**src/design/pkt_pkg.sv**
```systemverilog
// constants, types and helpers for the burst radio mode and packet control
package pkt_pkg;

  // ************************************************************
  // timing
  // ************************************************************
  localparam int CLK_HZ       = 100_000_000;
  localparam int BIT_RATE_BPS = 50_000;
  localparam int BIT_CYC      = CLK_HZ / BIT_RATE_BPS;
  localparam int SETTLE_US    = 650;
  localparam int SETTLE_CYC   = SETTLE_US * (CLK_HZ / 1_000_000);
  localparam int SETTLE_W     = 17;
  localparam int DIV_W        = 11;

  // ************************************************************
  // packet layout
  // ************************************************************
  localparam int ADDR_W = 32;
  localparam int PAY_W  = 32;
  localparam int CRC_W  = 16;
  localparam int PRE_W  = 10;
  localparam int PKT_W  = PRE_W + ADDR_W + PAY_W + CRC_W;
  localparam int IDX_W  = 7;
  localparam logic [PRE_W-1:0] PREAMBLE = 10'h2aa;
  localparam logic [CRC_W-1:0] CRC_INIT = 16'hffff;
  localparam logic [CRC_W-1:0] CRC_POLY = 16'h1021;

  // ************************************************************
  // register map and fields
  // ************************************************************
  localparam logic [7:0] REG_CONFIG  = 8'h00;
  localparam logic [7:0] REG_TX_ADDR = 8'h04;
  localparam logic [7:0] REG_TX_PAY  = 8'h08;
  localparam logic [7:0] REG_RX_ADDR = 8'h0c;
  localparam logic [7:0] REG_RX_PAY  = 8'h10;
  localparam logic [7:0] REG_STATUS  = 8'h14;
  localparam int CFG_RESEND_BIT = 0;
  localparam int ST_DR          = 0;
  localparam int ST_AM          = 1;
  localparam int ST_CD          = 2;
  localparam int ST_MODE_LSB    = 4;
  localparam logic [31:0] RST_WORD = 32'h0000_0000;

  // ************************************************************
  // synchroniser lanes
  // ************************************************************
  localparam int SYNC_W = 6;
  localparam int S_PU   = 0;
  localparam int S_CE   = 1;
  localparam int S_TXS  = 2;
  localparam int S_CAR  = 3;
  localparam int S_RCK  = 4;
  localparam int S_RDT  = 5;

  // ************************************************************
  // types
  // ************************************************************
  typedef enum logic [2:0] {
    ST_PWRDN   = 3'h0,
    ST_STANDBY = 3'h1,
    ST_SETTLE  = 3'h3,
    ST_LISTEN  = 3'h2,
    ST_TAKE    = 3'h6,
    ST_SEND    = 3'h7,
    ST_HOLD    = 3'h5
  } mode_t;

  typedef enum logic [1:0] {
    SEL_PD = 2'h0,
    SEL_SB = 2'h1,
    SEL_RX = 2'h2,
    SEL_TX = 2'h3
  } sel_t;

  // crc over a 32-bit word, msb first
  function automatic logic [CRC_W-1:0] crc_word(input logic [CRC_W-1:0] c,
                                                input logic [31:0] w);
    logic [CRC_W-1:0] r;
    logic             fb;
    r = c;
    for (int i = 31; i >= 0; i--) begin
      fb = r[CRC_W-1] ^ w[i];
      r  = {r[CRC_W-2:0], 1'b0} ^ (fb ? CRC_POLY : '0);
    end
    return r;
  endfunction

endpackage

```
**src/design/burst_radio_mode_packet_control.sv**
```systemverilog
// mode selection, packet send and packet receive control of a burst radio
`timescale 1ns/1ps
module burst_radio_mode_packet_control #(
  parameter int SETTLE_CYCLES = pkt_pkg::SETTLE_CYC
) (
  input  wire logic        mclk,
  input  wire logic        reset_n,
  input  wire logic        power_up_pin,
  input  wire logic        radio_enable_pin,
  input  wire logic        tx_select_pin,
  input  wire logic        carrier_in,
  input  wire logic        rx_clk_in,
  input  wire logic        rx_data_in,
  input  wire logic [7:0]  reg_addr,
  input  wire logic [31:0] reg_wdata,
  input  wire logic        reg_wr,
  input  wire logic        reg_rd,
  output logic      [31:0] reg_rdata,
  output logic             data_ready_out,
  output logic             addr_match_out,
  output logic             carrier_sense_out,
  output logic             radio_on_out,
  output logic             tx_data_out,
  output logic             carrier_only_out
);
  import pkt_pkg::*;

  // ************************************************************
  // state
  // ************************************************************
  typedef struct packed {
    logic [SYNC_W-1:0]   sync1;
    logic [SYNC_W-1:0]   sync2;
    logic                rck_prev;
    mode_t               state;
    logic [SETTLE_W-1:0] settle;
    logic [DIV_W-1:0]    div;
    logic [IDX_W-1:0]    idx;
    logic [PKT_W-1:0]    tx_sr;
    logic [ADDR_W-1:0]   rx_win;
    logic [PAY_W+CRC_W-1:0] rx_sr;
    logic                auto_resend;
    logic [ADDR_W-1:0]   tx_addr;
    logic [PAY_W-1:0]    tx_pay;
    logic [ADDR_W-1:0]   rx_addr;
    logic [PAY_W-1:0]    rx_pay;
    logic                dr;
    logic                dr_tx;
    logic                am;
    logic                cd;
    logic                radio_on;
    logic                tx_bit;
    logic                hold;
    logic [31:0]         rdata;
  } ctl_t;

  ctl_t q;
  ctl_t d;

  logic             pu;
  logic             ce;
  logic             txs;
  logic             car;
  logic             rx_bit;
  logic             rx_edge;
  logic             bit_tick;
  sel_t             sel;
  sel_t             cls;
  logic             go;
  logic [31:0]      st_word;
  logic [PAY_W+CRC_W-1:0] nsr;
  logic [ADDR_W-1:0] nwin;

  // ************************************************************
  // pin decode
  // ************************************************************
  // only the second synchroniser stage is looked at
  assign pu       = q.sync2[S_PU];
  assign ce       = q.sync2[S_CE];
  assign txs      = q.sync2[S_TXS];
  assign car      = q.sync2[S_CAR];
  assign rx_bit   = q.sync2[S_RDT];
  assign rx_edge  = q.sync2[S_RCK] & ~q.rck_prev;
  assign bit_tick = (q.div == DIV_W'(BIT_CYC - 1));
  assign nsr      = {q.rx_sr[PAY_W+CRC_W-2:0], rx_bit};
  assign nwin     = {q.rx_win[ADDR_W-2:0], rx_bit};

  // selected mode from the pins
  always_comb begin
    if (!pu) begin
      sel = SEL_PD;
    end else if (!ce) begin
      sel = SEL_SB;
    end else if (txs) begin
      sel = SEL_TX;
    end else begin
      sel = SEL_RX;
    end
  end

  // class of the current state, to spot a pin change
  always_comb begin
    case (q.state)
      ST_PWRDN:   cls = SEL_PD;
      ST_STANDBY: cls = SEL_SB;
      ST_SETTLE,
      ST_LISTEN,
      ST_TAKE:    cls = SEL_RX;
      ST_SEND,
      ST_HOLD:    cls = SEL_TX;
      default:    cls = SEL_PD;
    endcase
  end

  // status word
  always_comb begin
    st_word                           = RST_WORD;
    st_word[ST_DR]                    = q.dr;
    st_word[ST_AM]                    = q.am;
    st_word[ST_CD]                    = q.cd;
    st_word[ST_MODE_LSB+2:ST_MODE_LSB] = q.state;
  end

  // ************************************************************
  // next state
  // ************************************************************
  always_comb begin
    d       = q;
    go      = 1'b0;
    d.sync1 = {rx_data_in, rx_clk_in, carrier_in,
               tx_select_pin, radio_enable_pin, power_up_pin};
    d.sync2    = q.sync1;
    d.rck_prev = q.sync2[S_RCK];

    // register reads, data one cycle later
    d.rdata = RST_WORD;
    if (reg_rd) begin
      case (reg_addr)
        REG_CONFIG:  d.rdata[CFG_RESEND_BIT] = q.auto_resend;
        REG_TX_ADDR: d.rdata = q.tx_addr;
        REG_TX_PAY:  d.rdata = q.tx_pay;
        REG_RX_ADDR: d.rdata = q.rx_addr;
        REG_RX_PAY:  d.rdata = q.rx_pay;
        REG_STATUS:  d.rdata = st_word;
        default:     d.rdata = RST_WORD;
      endcase
    end

    // register writes; no mode touches them, power down included
    if (reg_wr) begin
      case (reg_addr)
        REG_CONFIG:  d.auto_resend = reg_wdata[CFG_RESEND_BIT];
        REG_TX_ADDR: d.tx_addr = reg_wdata;
        REG_TX_PAY:  d.tx_pay = reg_wdata;
        REG_RX_ADDR: d.rx_addr = reg_wdata;
        default:     d.tx_pay = q.tx_pay;
      endcase
    end

    // payload read out in one word, so one read empties it
    if (reg_rd && reg_addr == REG_RX_PAY && q.dr && !q.dr_tx) begin
      d.dr = 1'b0;
      d.am = 1'b0;
    end

    // transmit data ready falls with select or power-up
    if (q.dr && q.dr_tx && (!txs || !pu)) begin
      d.dr = 1'b0;
    end

    // clears above, sets below: a set in the same cycle wins
    case (q.state)
      ST_PWRDN,
      ST_STANDBY: begin
        go = (sel != cls);
      end
      ST_SETTLE: begin
        d.settle = q.settle + 1'b1;
        if (q.settle == SETTLE_W'(SETTLE_CYCLES - 1)) begin
          d.state  = ST_LISTEN;
          d.rx_win = '0;
        end
        go = (sel != cls);
      end
      ST_LISTEN: begin
        // a pending payload is kept; no hunting until it is read
        if (rx_edge && !q.dr) begin
          d.rx_win = nwin;
          if (car && nwin == q.rx_addr) begin
            d.am    = 1'b1;
            d.state = ST_TAKE;
            d.idx   = '0;
          end
        end
        go = (sel != cls);
      end
      ST_TAKE: begin
        if (rx_edge) begin
          d.rx_sr = nsr;
          d.idx   = q.idx + 1'b1;
          if (q.idx == IDX_W'(PAY_W + CRC_W - 1)) begin
            d.state  = ST_LISTEN;
            d.rx_win = '0;
            if (crc_word(crc_word(CRC_INIT, q.rx_addr), nsr[PAY_W+CRC_W-1:CRC_W])
                == nsr[CRC_W-1:0]) begin
              d.rx_pay = nsr[PAY_W+CRC_W-1:CRC_W];
              d.dr     = 1'b1;
              d.dr_tx  = 1'b0;
            end else begin
              d.am = 1'b0;
            end
          end
        end
        if (sel != cls) begin
          go   = 1'b1;
          d.am = 1'b0;
        end
      end
      ST_SEND: begin
        // pins are not looked at until the last bit is out
        d.div = bit_tick ? '0 : q.div + 1'b1;
        if (bit_tick) begin
          if (q.idx == IDX_W'(PKT_W - 1)) begin
            d.dr    = 1'b1;
            d.dr_tx = 1'b1;
            if (sel == SEL_TX && q.auto_resend) begin
              go = 1'b1;
            end else if (sel == SEL_TX) begin
              d.state = ST_HOLD;
            end else begin
              go = 1'b1;
            end
          end else begin
            d.idx    = q.idx + 1'b1;
            d.tx_sr  = q.tx_sr << 1;
            d.tx_bit = q.tx_sr[PKT_W-2];
          end
        end
      end
      ST_HOLD: begin
        go = (sel != cls);
      end
      default: begin
        go = 1'b1;
      end
    endcase

    // entry into the selected mode
    if (go) begin
      case (sel)
        SEL_PD: d.state = ST_PWRDN;
        SEL_SB: d.state = ST_STANDBY;
        SEL_RX: begin
          d.state  = ST_SETTLE;
          d.settle = '0;
        end
        SEL_TX: begin
          // packet is built from whatever the host left in the registers
          d.state  = ST_SEND;
          d.idx    = '0;
          d.div    = '0;
          d.tx_sr  = {PREAMBLE, q.tx_addr, q.tx_pay,
                      crc_word(crc_word(CRC_INIT, q.tx_addr), q.tx_pay)};
          d.tx_bit = PREAMBLE[PRE_W-1];
        end
        default: d.state = ST_PWRDN;
      endcase
    end

    // output flops follow the state being entered
    d.radio_on = (d.state == ST_SEND) || (d.state == ST_HOLD) ||
                 (d.state == ST_SETTLE) || (d.state == ST_LISTEN) ||
                 (d.state == ST_TAKE);
    d.hold     = (d.state == ST_HOLD);
    d.cd       = car && ((d.state == ST_LISTEN) || (d.state == ST_TAKE));
    if (d.state != ST_SEND) begin
      d.tx_bit = 1'b0;
    end
  end

  // ************************************************************
  // registers
  // ************************************************************
  // configuration only ever resets with reset_n
  always_ff @(posedge mclk or negedge reset_n) begin
    if (!reset_n) begin
      q <= '0;
    end else begin
      q <= d;
    end
  end

  // ************************************************************
  // outputs
  // ************************************************************
  assign reg_rdata         = q.rdata;
  assign data_ready_out    = q.dr;
  assign addr_match_out    = q.am;
  assign carrier_sense_out = q.cd;
  assign radio_on_out      = q.radio_on;
  assign tx_data_out       = q.tx_bit;
  assign carrier_only_out  = q.hold;

endmodule

```
**config.mk**
```make
export PLATFORM = sky130hd
export DESIGN_NAME = burst_radio_mode_packet_control
export DESIGN_NICKNAME = d
export VERILOG_FILES = /design/src/design/pkt_pkg.sv /design/src/design/burst_radio_mode_packet_control.sv
export SDC_FILE = /design/constraint.sdc
export NUM_CORES = 1
export LEC_CHECK = 0
export BUFFER_PORTS_ARGS = -buffer_cell sky130_fd_sc_hd__buf_2
export CAP_MARGIN = 0
export CORE_MARGIN = 10
export CORE_UTILIZATION = 60
export DETAILED_ROUTE_END_ITERATION = 7
export PLACE_DENSITY = 0.78
export SLEW_MARGIN = 20
export SYNTH_ARGS = -nofsm -noshare
export SYNTH_HDL_FRONTEND = slang
export SYNTH_SLANG_ARGS = --single-unit
```
**constraint.sdc**
```tcl
create_clock -name mclk -period 8 [get_ports mclk]
set_input_delay 0.8 -clock mclk [delete_from_list [all_inputs] [get_ports mclk]]
set_output_delay 0.8 -clock mclk [all_outputs]
set_load 0.01 [all_outputs]
```
## After elaboration in Yosys (flattened, before gate mapping)

Index checks and enable logic that the tools add are counted.

- Muxes and demuxes: 190
- Bitwise logic cells: 256
- Add/sub/neg operators: 3
- Equal/unequal tests: 34
- Reduce and logical (&&, ||, !) cells: 35

Operators with widths:

| cell | number |
|---|---|
| $xor A16 B13 Y16 | 126 |
| $mux W13 | 128 |
| $mux W97 | 2 |
| $pmux W31 S5 | 1 |
| $mux W128 | 1 |
| $xor A1 B1 Y1 | 126 |
| $mux W108 | 1 |
| $mux W31 | 3 |
| $pmux W31 S3 | 1 |
| $mux W90 | 1 |
| $mux W79 | 1 |
| $mux W17 | 2 |
| $mux W3 | 11 |
| $eq A32 B32 Y1 | 1 |
| $mux W32 | 1 |
| $not A12 Y15 | 2 |
| $pmux W3 S4 | 2 |
| $mux W11 | 2 |
| $mux W7 | 3 |
| $pmux W7 S3 | 1 |
| $mux W1 | 19 |
| $eq A3 B3 Y1 const B | 6 |
| $add A17 B1 Y17 const B | 1 |
| $eq A17 B16 Y1 const B | 1 |
| 39 further kinds | 75 |

- Bits of input ports: 50
- Word-level logic and storage cells: 541
- Bits in registers: 388
- Output and inout bits: 38

## Depth between registers and ports, before layout

Gate-level depths: netlist (run 1).

- Depth in word-level cells: 198
- Depth in mapped cells: 14
- Gate-level depth less buffers: 12

## Least setup slack after synthesis (run 1)

No wires, ideal clock.

- Path type: register to register
- Start: reg q[96] (netlist bit)
- End: reg q[42] (netlist bit)
- Period minus slack after synthesis: 4644 ps
- Library setup time: 125 ps
- Arrival: 4519 ps
- Setup slack: 3356 ps
- Required time: 7875 ps
- Stages on the path, launching flop included: 15
- Path buffers: 2
- Cell sequence: dfrtp_1 > buf_6 > xnor3_2 > xnor3_2 > xnor2_4 > xor3_2 > xor3_2 > xnor3_1 > xor2_1 > and4_1 > o221ai_1 > nor4_2 > nand3_2 > buf_6 > mux2_4

- Word-level cells in the longest chain between the ends: 90
- Elaborated cells on any way between the ends: 146
- Those cells by class: eq/ne: 1; mux: 43; bitwise: 101; reduce/logical: 1

Ends and longest elaborated chain:

| element | line | source |
|---|---|---|
| start: declaration | burst_radio_mode_packet_control.sv:57 | `ctl_t q;` |
| start signal: assignment | burst_radio_mode_packet_control.sv:287 | `q <= '0;` |
| start signal: assignment | burst_radio_mode_packet_control.sv:289 | `q <= d;` |
| $xor A1 B1 Y1 (*) | pkt_pkg.sv:82 | `fb = r[CRC_W-1] ^ w[i];` |
| $mux W13 (*) | pkt_pkg.sv:83 | `r = {r[CRC_W-2:0], 1'b0} ^ (fb ? CRC_POLY : '0);` |
| $xor A16 B13 Y16 (*) (4 in a row) | pkt_pkg.sv:83 |  |
| $xor A1 B1 Y1 | pkt_pkg.sv:82 |  |
| $mux W13 | pkt_pkg.sv:83 |  |
| $xor A16 B13 Y16 (*) (4 in a row) | pkt_pkg.sv:83 |  |
| $xor A1 B1 Y1 | pkt_pkg.sv:82 |  |
| $mux W13 | pkt_pkg.sv:83 |  |
| [... 64 more ...] | n/a |  |
| $xor A1 B1 Y1 | pkt_pkg.sv:82 |  |
| $mux W13 | pkt_pkg.sv:83 |  |
| $xor A16 B13 Y16 (*) (4 in a row) | pkt_pkg.sv:83 |  |
| $xor A1 B1 Y1 | pkt_pkg.sv:82 |  |
| $mux W13 | pkt_pkg.sv:83 |  |
| $xor A16 B13 Y16 (*) (2 in a row) | pkt_pkg.sv:83 |  |
| $eq A16 B16 Y1 (*) | burst_radio_mode_packet_control.sv:205 | `== nsr[CRC_W-1:0]) begin` |
| $reduce_and A4 Y1 (no line) (*) | n/a |  |

Mark *: on every way between the ends. The rest lies on a longest branch, timed or not.
A chain may end at the register's enable or synchronous reset.

## Worst setup path after layout (run 1)

- Start: reg q[101] (netlist bit)
- End: reg q[57] (netlist bit)

- Word-level cells in the longest chain between the ends: 97
- Elaborated cells on any way between the ends: 161
- Those cells by class: eq/ne: 1; mux: 48; bitwise: 111; reduce/logical: 1

Ends and longest elaborated chain:

| element | line |
|---|---|
| $xor A1 B1 Y1 (*) | pkt_pkg.sv:82 |
| $mux W13 (*) | pkt_pkg.sv:83 |
| $xor A16 B13 Y16 (*) (4 in a row) | pkt_pkg.sv:83 |
| $xor A1 B1 Y1 | pkt_pkg.sv:82 |
| $mux W13 | pkt_pkg.sv:83 |
| $xor A16 B13 Y16 (*) (4 in a row) | pkt_pkg.sv:83 |
| $xor A1 B1 Y1 | pkt_pkg.sv:82 |
| $mux W13 | pkt_pkg.sv:83 |
| [... 70 more ...] | n/a |
| $xor A1 B1 Y1 | pkt_pkg.sv:82 |
| $mux W13 | pkt_pkg.sv:83 |
| $xor A16 B13 Y16 (*) (4 in a row) | pkt_pkg.sv:83 |
| $xor A1 B1 Y1 | pkt_pkg.sv:82 |
| $mux W13 | pkt_pkg.sv:83 |
| $xor A16 B13 Y16 (*) (3 in a row) | pkt_pkg.sv:83 |
| $eq A16 B16 Y1 (*) | burst_radio_mode_packet_control.sv:205 |
| $reduce_and A4 Y1 (no line) (*) | n/a |

Marks and branches as above.

==> metrics.md, run 1 <==
| Metric | Value |
|---|---|
| CP endpoint kind | flip-flop |
| Synth area leader | dfrtp_1 |
| Max cap viols | 0 |
| Vias in the first global route | about 15k |
| CTS Hold Bufs | 0 |
| Post-place setup slack | 2.96 ns |
| FF-to-FF End | q[57]$_DFFE_PN0P_ |
| Starting Density | ~60% |
| Yosys warns | 0 |
| Routability Congestion | between 0.9 and 1 |
| Hold WC Path Type | primary input to async pin |
| WP data arrival | 5.56 ns |
| CTS tree | built |
| Final period util | a little under two thirds |
| Most instantiated cells after synthesis | dfrtp_1 (386), nand2_1 (286), nor2_1 (201) |
| Max Clk Rate | 195 MHz |
| Synthesized flop and latch total | a little under 400 |
| PwrDens | 542 mW/mm2 |
| Fin Hold WS | a little over 0.3 ns |
| CP Launch Point | q[101]$_DFFE_PN0P_ |
| Clock sink count | 386 |
| Routed Antenna Nets | 0 |
| Core ar. | 0.0355 mm2 |
| Final slew viol count | 0 |
| CTS H-tree depth | 2 |
| Lkg Pwr | 11.3 nW |
| Gate Count Post-Synth | approximately 2.0k |
| DRT Pass-1 Iters | 5 |
| Row cnt | 69 |
| EDFF count, synth | 0 |
| Fillcell total | around 2.7k |
| Slew HR | roughly 31% |
| First-pass GRT wire length | slightly below 90 mm |
| P&R area growth vs syn | 8.70% |
| RSZ-0062 raised after global routing | false |
| Leading cell type by number of instances after synthesis | dfrtp_1 |
| Die area | 0.0438 mm2 |
| Final setup viols | 0 |
| Worst slew pin tran | roughly 1.0 ns |
| Synth area leaders | dfrtp_1 (45%), xnor2_1 (8.1%), mux2_2 (7.9%), xnor3_1 (7.1%), nand2_1 (5.0%) |
| CP required | approximately 8.5 ns |
| Unique masters post-synth | 57 |
| DP HPWL | about 40 mm |
| Nets | 2022 |
| Die width | 209 um |
| Mapped Nets | about 2k |
| Fin crit period | just over 5 ns |
| Finished Layout Cells | around 2.5k |
| Worst Skew | 0.0220 ns |
| Worst vdd ir | 1.05 mV |
| Pin count of the biggest net entering global routing | 109 |
| Initial antenna violation count | 3 |
| Root Buffer | clkbuf_16 |
| Setup TNS | 0 ns |
| Worst-Skew Late Latency | 0.56 ns |
| CTS clk-pin slew, worst paths | 0.06 ns |
| Number of buffers created by CTS | 41 |
| Startpoint class of the critical path | flip-flop |
| Setup bufs post-CTS | 0 |
| Routed wire per std cell | 22.5 um |
| GRT Overall Usage | 25.0% |
| IO Pins | between 80 and 90 |
| Vias per std cell | 6.06 |
| Final WS setup | around 2.9 ns |
| Share of layout cells above drive strength 1 | between 10% and 20% |
| Seq/Total Area, Yosys | 44.9% |
| GRT Residual Overflow | 0 |
| Placed Cells | around 2.4k |
| DRC | 0 |
| Via Count | ~15k |
| PostCTS Resize Cnt | 0 |
| R2r worst-path depth | 13 |
| WL final | between 50 and 60 mm |
| Multi-input logic area | ~0.011 mm2 |
| Crit-path max FO | 34 |
| Synth top area share | between 40 and 50% |
| Die height | 209 um |
| Clock tree buffer depth | 3 |
| Primary FF master, synth | dfrtp_1 |
| R2R Setup Slk | slightly below 3 ns |
| Crit Path Class | flip-flop to flip-flop |
| Post-synth ARST share | 100% |
| Final Hold Viols | 0 |
| FF/Latch Area | between 0.009 and 0.01 mm2 |
| Initial DRC count | about 1.2k |
| Status | finished, final reports clean |
| Mean Syn Cell Area | around 11 um2 |
| PortBufs | 87 |
| Crit Reg-Reg Startpoint | q[101]$_DFFE_PN0P_ |
| Post-synthesis cell area | about 0.022 mm2 |
==> final cells by class <==
type,instances,share of cell area (%)
Clock buffer,62,5.20
Inverter,7,0.112
Antenna cell,1,0.0107
Multi-Input combinational cell,1425,47.7
Timing Repair Buffer,107,2.55
Tap cell,461,2.47
Clock inverter,11,0.637
Sequential cell,386,41.3
==> flip-flops by register name, summed over array words and instances, names as in the netlist <==
signal,count
ce,1
addr_match_out,1
carrier_only_out,1
nwin,31
pu,1
radio_on_out,1
carrier_sense_out,1
reg_rdata,32
data_ready_out,1
car,1
tx_data_out,1
nsr,48
q,259
d,7
==> worst max-delay path by stage <==
| stage | end | slack, ns | cells after the start |
|---|---|---|---|
| 2_1_floorplan | q[42]$_DFFE_PN0P_ | 3.36 | 14 |
| 3_3_place_gp | q[70]$_DFFE_PN0P_ | 3.02 | 13 |
| 3_5_place_dp | q[67]$_DFFE_PN0P_ | 2.96 | 13 |
| 5_1_grt | q[49]$_DFFE_PN0P_ | 2.71 | 13 |
| 6_report | q[57]$_DFFE_PN0P_ | 2.88 | 13 |
| 4_1_cts | q[67]$_DFFE_PN0P_ | 2.92 | 13 |
==> power by group <==
part	internal, W	total, W	switching [W]
clock	0.00115	0.00193	0.000781
sequential	0.00215	0.00232	0.000171
combinational	0.00436	0.00842	0.00406
total	0.00765	0.0127	0.00501
==> routing by layer <==
metal	share of wire [%]	global-route usage [%]
met2	47	39.9
met1	42	33.6
met4	3.8	10.3
met5	0.023	0
met3	6.7	3.90
==> cell families (layout without fill, tap and decap cells) <==
| group | after synthesis | in the layout | synth area share (%) |
|---|---|---|---|
| XOR/XNOR | 395 | 395 | 22.4 |
| other | 0 | 1 | 0 |
| AND/OR/NAND/NOR | 592 | 592 | 11.5 |
| adder cells (fa/ha/maj) | 4 | 4 | 0.233 |
| multiplexers | 181 | 181 | 9.94 |
| buffers and inverters | 153 | 187 | 3.50 |
| flip-flops | 386 | 386 | 44.9 |
| AO/OA/AOI/OAI | 253 | 253 | 7.48 |
==> metrics by stage <==
| stage | instance area, um2 | total power, W | utilization [%] |
|---|---|---|---|
| 2_1_floorplan | 21500 | 0.00944 | - |
| 3_3_place_gp | 22000 | 0.0106 | 62.1 |
| 3_5_place_dp | 22000 | 0.0107 | 62.1 |
| 4_1_cts | 23400 | 0.0127 | 65.9 |
| 5_1_grt | 23400 | 0.0134 | 65.9 |
| 6_report | 23400 | 0.0127 | 65.9 |
==> critical path: stages (launching register included) <==
cell and delay, ns:
dfrtp_1 0.52, xnor2_2 0.24, xnor2_1 0.60, xnor3_2 0.51
xnor2_2 0.26, xor3_2 0.40, xnor3_2 0.44, xor3_1 0.44
and4_1 0.21, o221ai_1 0.15, nor4_2 0.39, nand3_2 0.10
buf_4 0.32, mux2_4 0.37
==> cells in the final DEF (no fill, tap or decap), types with 7 or more instances in the layout <==
master,synthesis,final
nand2_1,286,286
buf_2,10,86
o21ai_0,50,50
a22oi_1,32,32
inv_1,7,7
xor3_1,12,12
xnor2_2,12,12
and3_1,15,15
xnor2_1,200,200
dfrtp_1,386,386
mux2_2,150,150
a31oi_1,78,78
xor2_1,93,93
xnor3_1,68,68
clkbuf_1,85,10
nor3_1,15,15
buf_4,34,20
nor4_1,10,10
nand3_1,25,24
clkbuf_8,0,11
a21oi_1,44,43
a221oi_1,31,31
clkbuf_16,0,41
nor2_1,201,198
mux2_4,28,28
Power figures use the tool's default switching activity.
==> inputs of run 2 (changes only) <==
--- a/config.mk
+++ b/config.mk
@@ -8,9 +8,9 @@
 export BUFFER_PORTS_ARGS = -buffer_cell sky130_fd_sc_hd__buf_2
 export CAP_MARGIN = 0
 export CORE_MARGIN = 10
-export CORE_UTILIZATION = 60
+export CORE_UTILIZATION = 57
 export DETAILED_ROUTE_END_ITERATION = 7
-export PLACE_DENSITY = 0.78
+export PLACE_DENSITY = 0.77
 export SLEW_MARGIN = 20
 export SYNTH_ARGS = -nofsm -noshare
 export SYNTH_HDL_FRONTEND = slang
==> constraint.sdc (replaced) <==
create_clock -name mclk -period 4.5 [get_ports mclk]
set_input_delay 0.45 -clock mclk [delete_from_list [all_inputs] [get_ports mclk]]
set_output_delay 0.45 -clock mclk [all_outputs]
set_load 0.01 [all_outputs]
==> run 2 against run 1 <==
Compared with the run above:
- the flow now finishes with violations (negative setup slack)
- global-route usage hardly changed
- flip-flop and latch count stayed put
- clock power is 92% higher
- wire length is 7.3% higher
- cell area is 7.3% higher
- total power is 100% higher
- utilization is 1.0 points higher
==> metrics.md, run 2 (synthesis gave the netlist of run 1 again) <==
| Metric | Value |
|---|---|
| Startpoint class of the critical path | flip-flop |
| PortBufs | 87 |
| Final Util | 66.9% |
| Largest reg by FF count | q |
| DP HPWL | between 40 and 50 mm |
| P&R area growth vs syn | 16.6% |
| Clock sink count | between 300 and 400 |
| WL final | approximately 60 mm |
| Number of buffers created by CTS | 42 |
| DRC | 0 |
| Die area | approximately 0.046 mm2 |
| Max FFs per register | around 260 |
| PwrDens | about 1000 mW/mm2 |
| Most frequent cells in the layout | dfrtp_1 (378), nand2_1 (286), nor2_1 (198) |
| WP data arrival | about 5.0 ns |
| Worst path slowest cell | dfrtp_2 |
| CTS H-tree depth | 2 |
| Max Clk Rate | between 200 and 250 MHz |
| CP required | 4.93 ns |
| Final Hold Viols | 0 |
| Fin Hold WS | around 0.16 ns |
| Pin count of the biggest net entering global routing | 110 |
| Violated checks | negative setup slack |
| Starting Density | 57.4% |
| Post-route cell area | about 0.025 mm2 |
| Final slew viol count | 0 |
| Worst Skew | roughly 0.015 ns |
| Root Buffer | clkbuf_16 |
| Sequential Power Share | 16.1% |
| Combinational share of power | a little over two thirds |
| Routability Congestion | 0.971 |
| Crit-path max FO | 9 |
| Cells along the critical path | xor2_1, xnor2_1, buf_4, xnor3_2, xnor2_2, xor3_2, xnor3_2, xor3_1, nor4_2, o221ai_2, nor4_2, nand3_2, buf_8, buf_12, mux2_4 |
| Cell Int Power | 0.0157 W |
| DRT Pass-1 Iters | 6 |
| RSZ-0062 raised after global routing | true |
| Routed wire per std cell | between 20 and 25 um |
| Vias in the first global route | around 15k |
| Slowest Stage Delay on Critical Path | ~0.5 ns |
| Fillcell total | approximately 2.8k |
| First-pass GRT wire length | between 90 and 100 mm |
| Initial DRC count | around 1.5k |
| Status | finished with violations |
| Clock tree buffer depth | 3 |
| Die height | 214 um |
| Psw | between 0.009 and 0.01 W |
| Multi-input logic area | around 0.011 mm2 |
| CTS clk-pin slew, worst paths | roughly 0.060 ns |
| Lkg Pwr | around 12 nW |
| Final setup viols | 32 |
| Nets | approximately 2.2k |
| Share of layout cells above drive strength 1 | approximately a quarter |
| Sw Share | roughly two fifths |
| Final WS setup | -0.0921 ns |
| Fin crit period | 4.59 ns |
| Max cap viols | 0 |
| Die width | ~210 um |
| Total power | about 0.025 W |
| CTS tree | built |
| Slew HR | between 20% and 30% |
| Initial antenna violation count | 3 |
| GRT Overall Usage | between 20 and 30% |
| Worst slew pin tran | roughly 1.1 ns |
| Setup TNS | -2.30 ns |
| Worst-Skew Late Latency | ~0.56 ns |
| Routed Antenna Nets | 0 |
| GRT Residual Overflow | 0 |
| Commonest non-fill, non-tap cell in the layout | dfrtp_1 |
| DP Area | 0.0229 mm2 |
| Final period util | 102% |
| Crit Path Class | flip-flop to flip-flop |
| Vias per std cell | about 5.8 |
| IO Pins | between 80 and 90 |
| Core ar. | approximately 0.037 mm2 |
| Clk pwr share | 14.6% |
| Hold WC Path Type | primary input to flip-flop |
| FF/Latch Area | a little under 0.01 mm2 |
| Worst vdd ir | roughly 3.4 mV |
| Via Count | 15.5k |
| R2R Setup Slk | -0.09 ns |
| Row cnt | between 70 and 80 |
| CP endpoint kind | flip-flop |
run 2: final cells by class:
| type | count | area share (%) |
|---|---|---|
| multi-input combinational | 1425 | 45.8 |
| sequential | 386 | 38.5 |
| timing repair buffer | 245 | 7.02 |
| clock buffer | 63 | 5.00 |
| tap | 511 | 2.55 |
| clock inverter | 15 | 0.947 |
| inverter | 7 | 0.105 |
| antenna | 6 | 0.0598 |
run 2: through the flow:
step / std cells / setup WS [ns]
6_report: 2658 / -0.0921
5_1_grt: 2654 / -0.212
4_1_cts: 2633 / 0.00355
3_5_place_dp: 2544 / -0.0553
3_3_place_gp: 2544 / -0.0153
2_1_floorplan: 1964 / 0.0997
run 2: repair_timing:
item,4_1_cts,5_1_grt
setup endpoints to repair,32,35
hold buffers,7,0
resized for setup,20,44
pin swaps,11,12
gates cloned,0,4
hold endpoints to repair,10,0
buffers inserted,4,15
run 2: power groups by stage:
stage	combinational [W]	clock, W	sequential [W]
3_5_place_dp	0.0162	0	0.00413
3_3_place_gp	0.0160	0	0.00412
4_1_cts	0.0164	0.00375	0.00408
5_1_grt	0.0188	0.00391	0.00412
2_1_floorplan	0.0127	0	0.00403
6_report	0.0177	0.00371	0.00409
run 2: worst paths after layout:
path | start | depth (start not counted) | end
setup / recovery | q[91]$_DFFE_PN0P_ | 15 | q[48]$_DFFE_PN0P_
hold / removal | reg_wdata[1] | 2 | q[104]$_DFFE_PN0P_
setup reg to reg | q[91]$_DFFE_PN0P_ | 15 | q[48]$_DFFE_PN0P_
hold reg to reg | d[380]$_DFF_PN0_ | 0 | car$_DFF_PN0_
max in group asynchronous | reset_n | 3 | q[253]$_DFF_PN0_
min in group asynchronous | reset_n | 2 | radio_on_out$_DFF_PN0_
run 2: critical path: cells and delay by family (launching register included):
kind,cells,cell delay (ns)
buffers and inverters,3,0.51
xor gates and xnor gates,7,2.39
muxes,1,0.31
AOI/OAI and AO/OA,1,0.15
DFF,1,0.49
and+or+nand+nor,3,0.62
run 2: per-layer routing:
metal  vias up  track usage, %  part of all wire (%)  wire, um
met2       588            39.6                    47     28200
met5         -            1.29                  0.15        88
met1      7788            34.0                    42     25100
met3       123            4.99                   7.0      4190
li1       6987               -                     -         -
met4         4            7.99                   3.2      1930
==> inputs of run 3 (changes only) <==
--- a/config.mk
+++ b/config.mk
@@ -5,12 +5,14 @@
 export SDC_FILE = /design/constraint.sdc
 export NUM_CORES = 1
 export LEC_CHECK = 0
+export ABC_AREA = 1
 export BUFFER_PORTS_ARGS = -buffer_cell sky130_fd_sc_hd__buf_2
 export CAP_MARGIN = 0
 export CORE_MARGIN = 10
-export CORE_UTILIZATION = 57
+export CORE_UTILIZATION = 59
+export CTS_BUF_LIST = sky130_fd_sc_hd__clkbuf_4
 export DETAILED_ROUTE_END_ITERATION = 7
-export PLACE_DENSITY = 0.77
+export PLACE_DENSITY = 0.8
 export SLEW_MARGIN = 20
 export SYNTH_ARGS = -nofsm -noshare
 export SYNTH_HDL_FRONTEND = slang
==> run 3 against run 2 <==
Compared with the run above:
- the flow now finishes without violations
- wire length increased by 27%
- clock skew is 0.048 ns higher
- worst setup slack better by 0.11 ns
- count of clock-buffer cells in the layout is 82 higher
- worst hold slack got worse by 0.083 ns
- global-route usage grew 5.0 points
- cell area grew 13%
==> metrics.md, run 3 <==
| Metric | Value |
|---|---|
| WP data arrival | between 5 and 6 ns |
| Routability Congestion | slightly below 1 |
| Fin crit period | around 4.5 ns |
| First-pass GRT wire length | roughly 110 mm |
| Routed Antenna Nets | 0 |
| Nets | roughly 3.4k |
| GRT Residual Overflow | 0 |
| Vias per std cell | 5.80 |
| Slew HR | between 20% and 30% |
| WL final | 75.4 mm |
| DRT Pass-1 Iters | 6 |
| Min-delay src | reg_addr[3] |
| Die area | 0.0484 mm2 |
| Max Clk Rate | ~220 MHz |
| Placed Cells | between 3k and 4k |
| Root Buffer | clkbuf_4 |
| Max FFs per register | 259 |
| Global routing's busiest layer | met2 |
| Global Route met2 Usage | 47.7% |
| Met3 GRT Util | 5.90% |
| Seq/Total Area, Yosys | 40.9% |
| CP Launch Point | q[102]$_DFFE_PN0P_ |
| Post-synth ARST share | 100% |
| Worst-Skew Late Latency | about 0.85 ns |
| CP endpoint kind | flip-flop |
| Primary FF master, synth | dfrtp_1 |
| Clock sink count | a little under 400 |
| RSZ-0062 raised after global routing | true |
| Finished Layout Cells | 3900 |
| Status | finished, final reports clean |
| GRT Overall Usage | around 30% |
| Setup TNS | 0 ns |
| IO Pins | between 80 and 90 |
| Slowest Stage Delay on Critical Path | 0.50 ns |
| CTS H-tree depth | 3 |
| Synth area leaders | dfrtp_1 (41%), nand2_1 (14%), nand3_1 (5.8%), inv_1 (5.4%), o21ai_0 (4.4%) |
| Final setup viols | 0 |
| Max cap viols | 0 |
| Die width | ~220 um |
| EDFF count, synth | 0 |
| Unique masters post-synth | 61 |
| Gate Count Post-Synth | just over 3k |
| Mean Syn Cell Area | roughly 7.6 um2 |
| Final Hold Viols | 0 |
| Via Count | about 23k |
| Most frequent cells in the layout | nand2_1 (766), dfrtp_1 (374), inv_1 (325) |
| Hold WC Path Type | primary input to flip-flop |
| Clock tree buffer depth | 3 |
| Row cnt | 73 |
| Vias in the first global route | roughly 21k |
| Fin Hold WS | 0.0786 ns |
| DP HPWL | roughly 54 mm |
| Die height | 220 um |
| Crit Reg-Reg Startpoint | q[102]$_DFFE_PN0P_ |
| Crit-path most repeated cell | nand2_4 |
| Worst path slowest cell | dfrtp_2 |
| Synth area leader | dfrtp_1 |
| Synthesized flop and latch total | approximately 390 |
| Worst slew pin tran | about 1.0 ns |
| Routed wire per std cell | 19.3 um |
| CTS tree | built |
| Pin count of the biggest net entering global routing | 158 |
| Final slew viol count | 0 |
| Largest reg by FF count | q |
| CP required | about 5.2 ns |
| Initial antenna violation count | 2 |
| Leading cell type by number of instances after synthesis | nand2_1 |
| P&R area growth vs syn | 20.1% |
| Final period util | about 100% |
| Startpoint class of the critical path | flip-flop |
| Number of buffers created by CTS | 101 |
| Initial DRC count | about 2.4k |
| Crit-path max FO | 7 |
| Post-synthesis cell area | 0.0236 mm2 |
| CTS clk-pin slew, worst paths | around 0.070 ns |
| Commonest non-fill, non-tap cell in the layout | nand2_1 |
| Starting Density | approximately three fifths |
| Crit Path Class | flip-flop to flip-flop |
| Synth top area share | ~41% |
| Core ar. | roughly 0.040 mm2 |
| PortBufs | 87 |
| Share of layout cells above drive strength 1 | 25.6% |
| DRC | 0 |
| M1 GR Usage | around 40% |
| Mapped Nets | 3162 |
| Yosys warns | 0 |
| Worst Skew | between 0.06 and 0.07 ns |
| Most instantiated cells after synthesis | nand2_1 (890), dfrtp_1 (386), inv_1 (340) |
[run 3: changes by cell type after synthesis, sizes merged, moves of 30 or more]
| cell | before | now |
|---|---|---|
| o22ai | 2 | 32 |
| xnor3 | 74 | 0 |
| mux2 | 178 | 0 |
| o21ai | 50 | 246 |
| a22oi | 32 | 0 |
| xnor2 | 213 | 40 |
| xor2 | 93 | 128 |
| nand3 | 26 | 314 |
| inv | 7 | 362 |
| nand2 | 286 | 1050 |
[run 3: kinds of logic (layout without fill, tap and decap cells)]
| family | Yosys count | in the layout | share of synthesized area (%) |
|---|---|---|---|
| buffers and inverters | 502 | 766 | 8.86 |
| xor gates and xnor gates | 168 | 168 | 7.55 |
| adders and majority gates | 4 | 4 | 0.212 |
| other | 0 | 3 | 0 |
| DFF | 386 | 386 | 40.9 |
| AOI/OAI and AO/OA | 434 | 434 | 11.1 |
| and+or+nand+nor | 1614 | 1614 | 31.4 |
[run 3: layout make-up]
cell class                 count  area [um2]
tap                          525         657
sequential                   386        9670
clock buffer                 145        1090
inverter                     366        1390
clock inverter                26         166
timing repair buffer         229        1840
antenna                        3        7.51
fill                        3089       11300
multi-input combinational   2220       13500
[run 3: metrics by stage]
step	util, %	setup WS, ns	instance area (um2)
finish	71.5	0.0213	28400
global route	71.5	-0.231	28400
CTS	67.4	0.00448	26700
detailed placement	62.0	-0.144	24600
global placement	62.0	-0.0511	24600
floorplan	-	0.691	23600
[run 3: what timing repair did]
item | in CTS | in global routing
hold endpoints to repair | 193 | 0
pin swaps | 7 | 113
gates resized for setup | 91 | 293
hold buffers | 40 | 0
setup buffers | 5 | 37
endpoints found under the setup margin | 38 | 51
cloned | 2 | 3
[run 3: worst paths after layout]
| kind | end | slack (ns) | cells after the start |
|---|---|---|---|
| max | q[58]$_DFFE_PN0P_ | 0.02 | 38 |
| min | q[167]$_DFFE_PN0P_ | 0.08 | 4 |
| max in group asynchronous | q[358]$_DFF_PN0_ | 3.16 | 3 |
| max reg2reg | q[58]$_DFFE_PN0P_ | 0.02 | 38 |
| min in group asynchronous | q[297]$_DFF_PN0_ | 0.30 | 2 |
| min reg2reg | d[376]$_DFF_PN0_ | 0.37 | 0 |
[run 3: metal layers]
layer,wire length [um],up-vias
li1,-,10400
met3,6350,222
met2,35300,1091
met5,0,-
met1,30500,10900
met4,3240,0
[run 3: worst max-delay path: cells and delay by family, from the launching register on]
family,cells,cell delay [ns]
and+or+nand+nor,31,3.10
AOI/OAI and AO/OA,1,0.05
DFF,1,0.50
buffers and inverters,6,0.68
Power of run 3 is left out: the tool's default activity adds up to more than one toggle a clock period on the data nets, which glitch-free logic cannot reach.
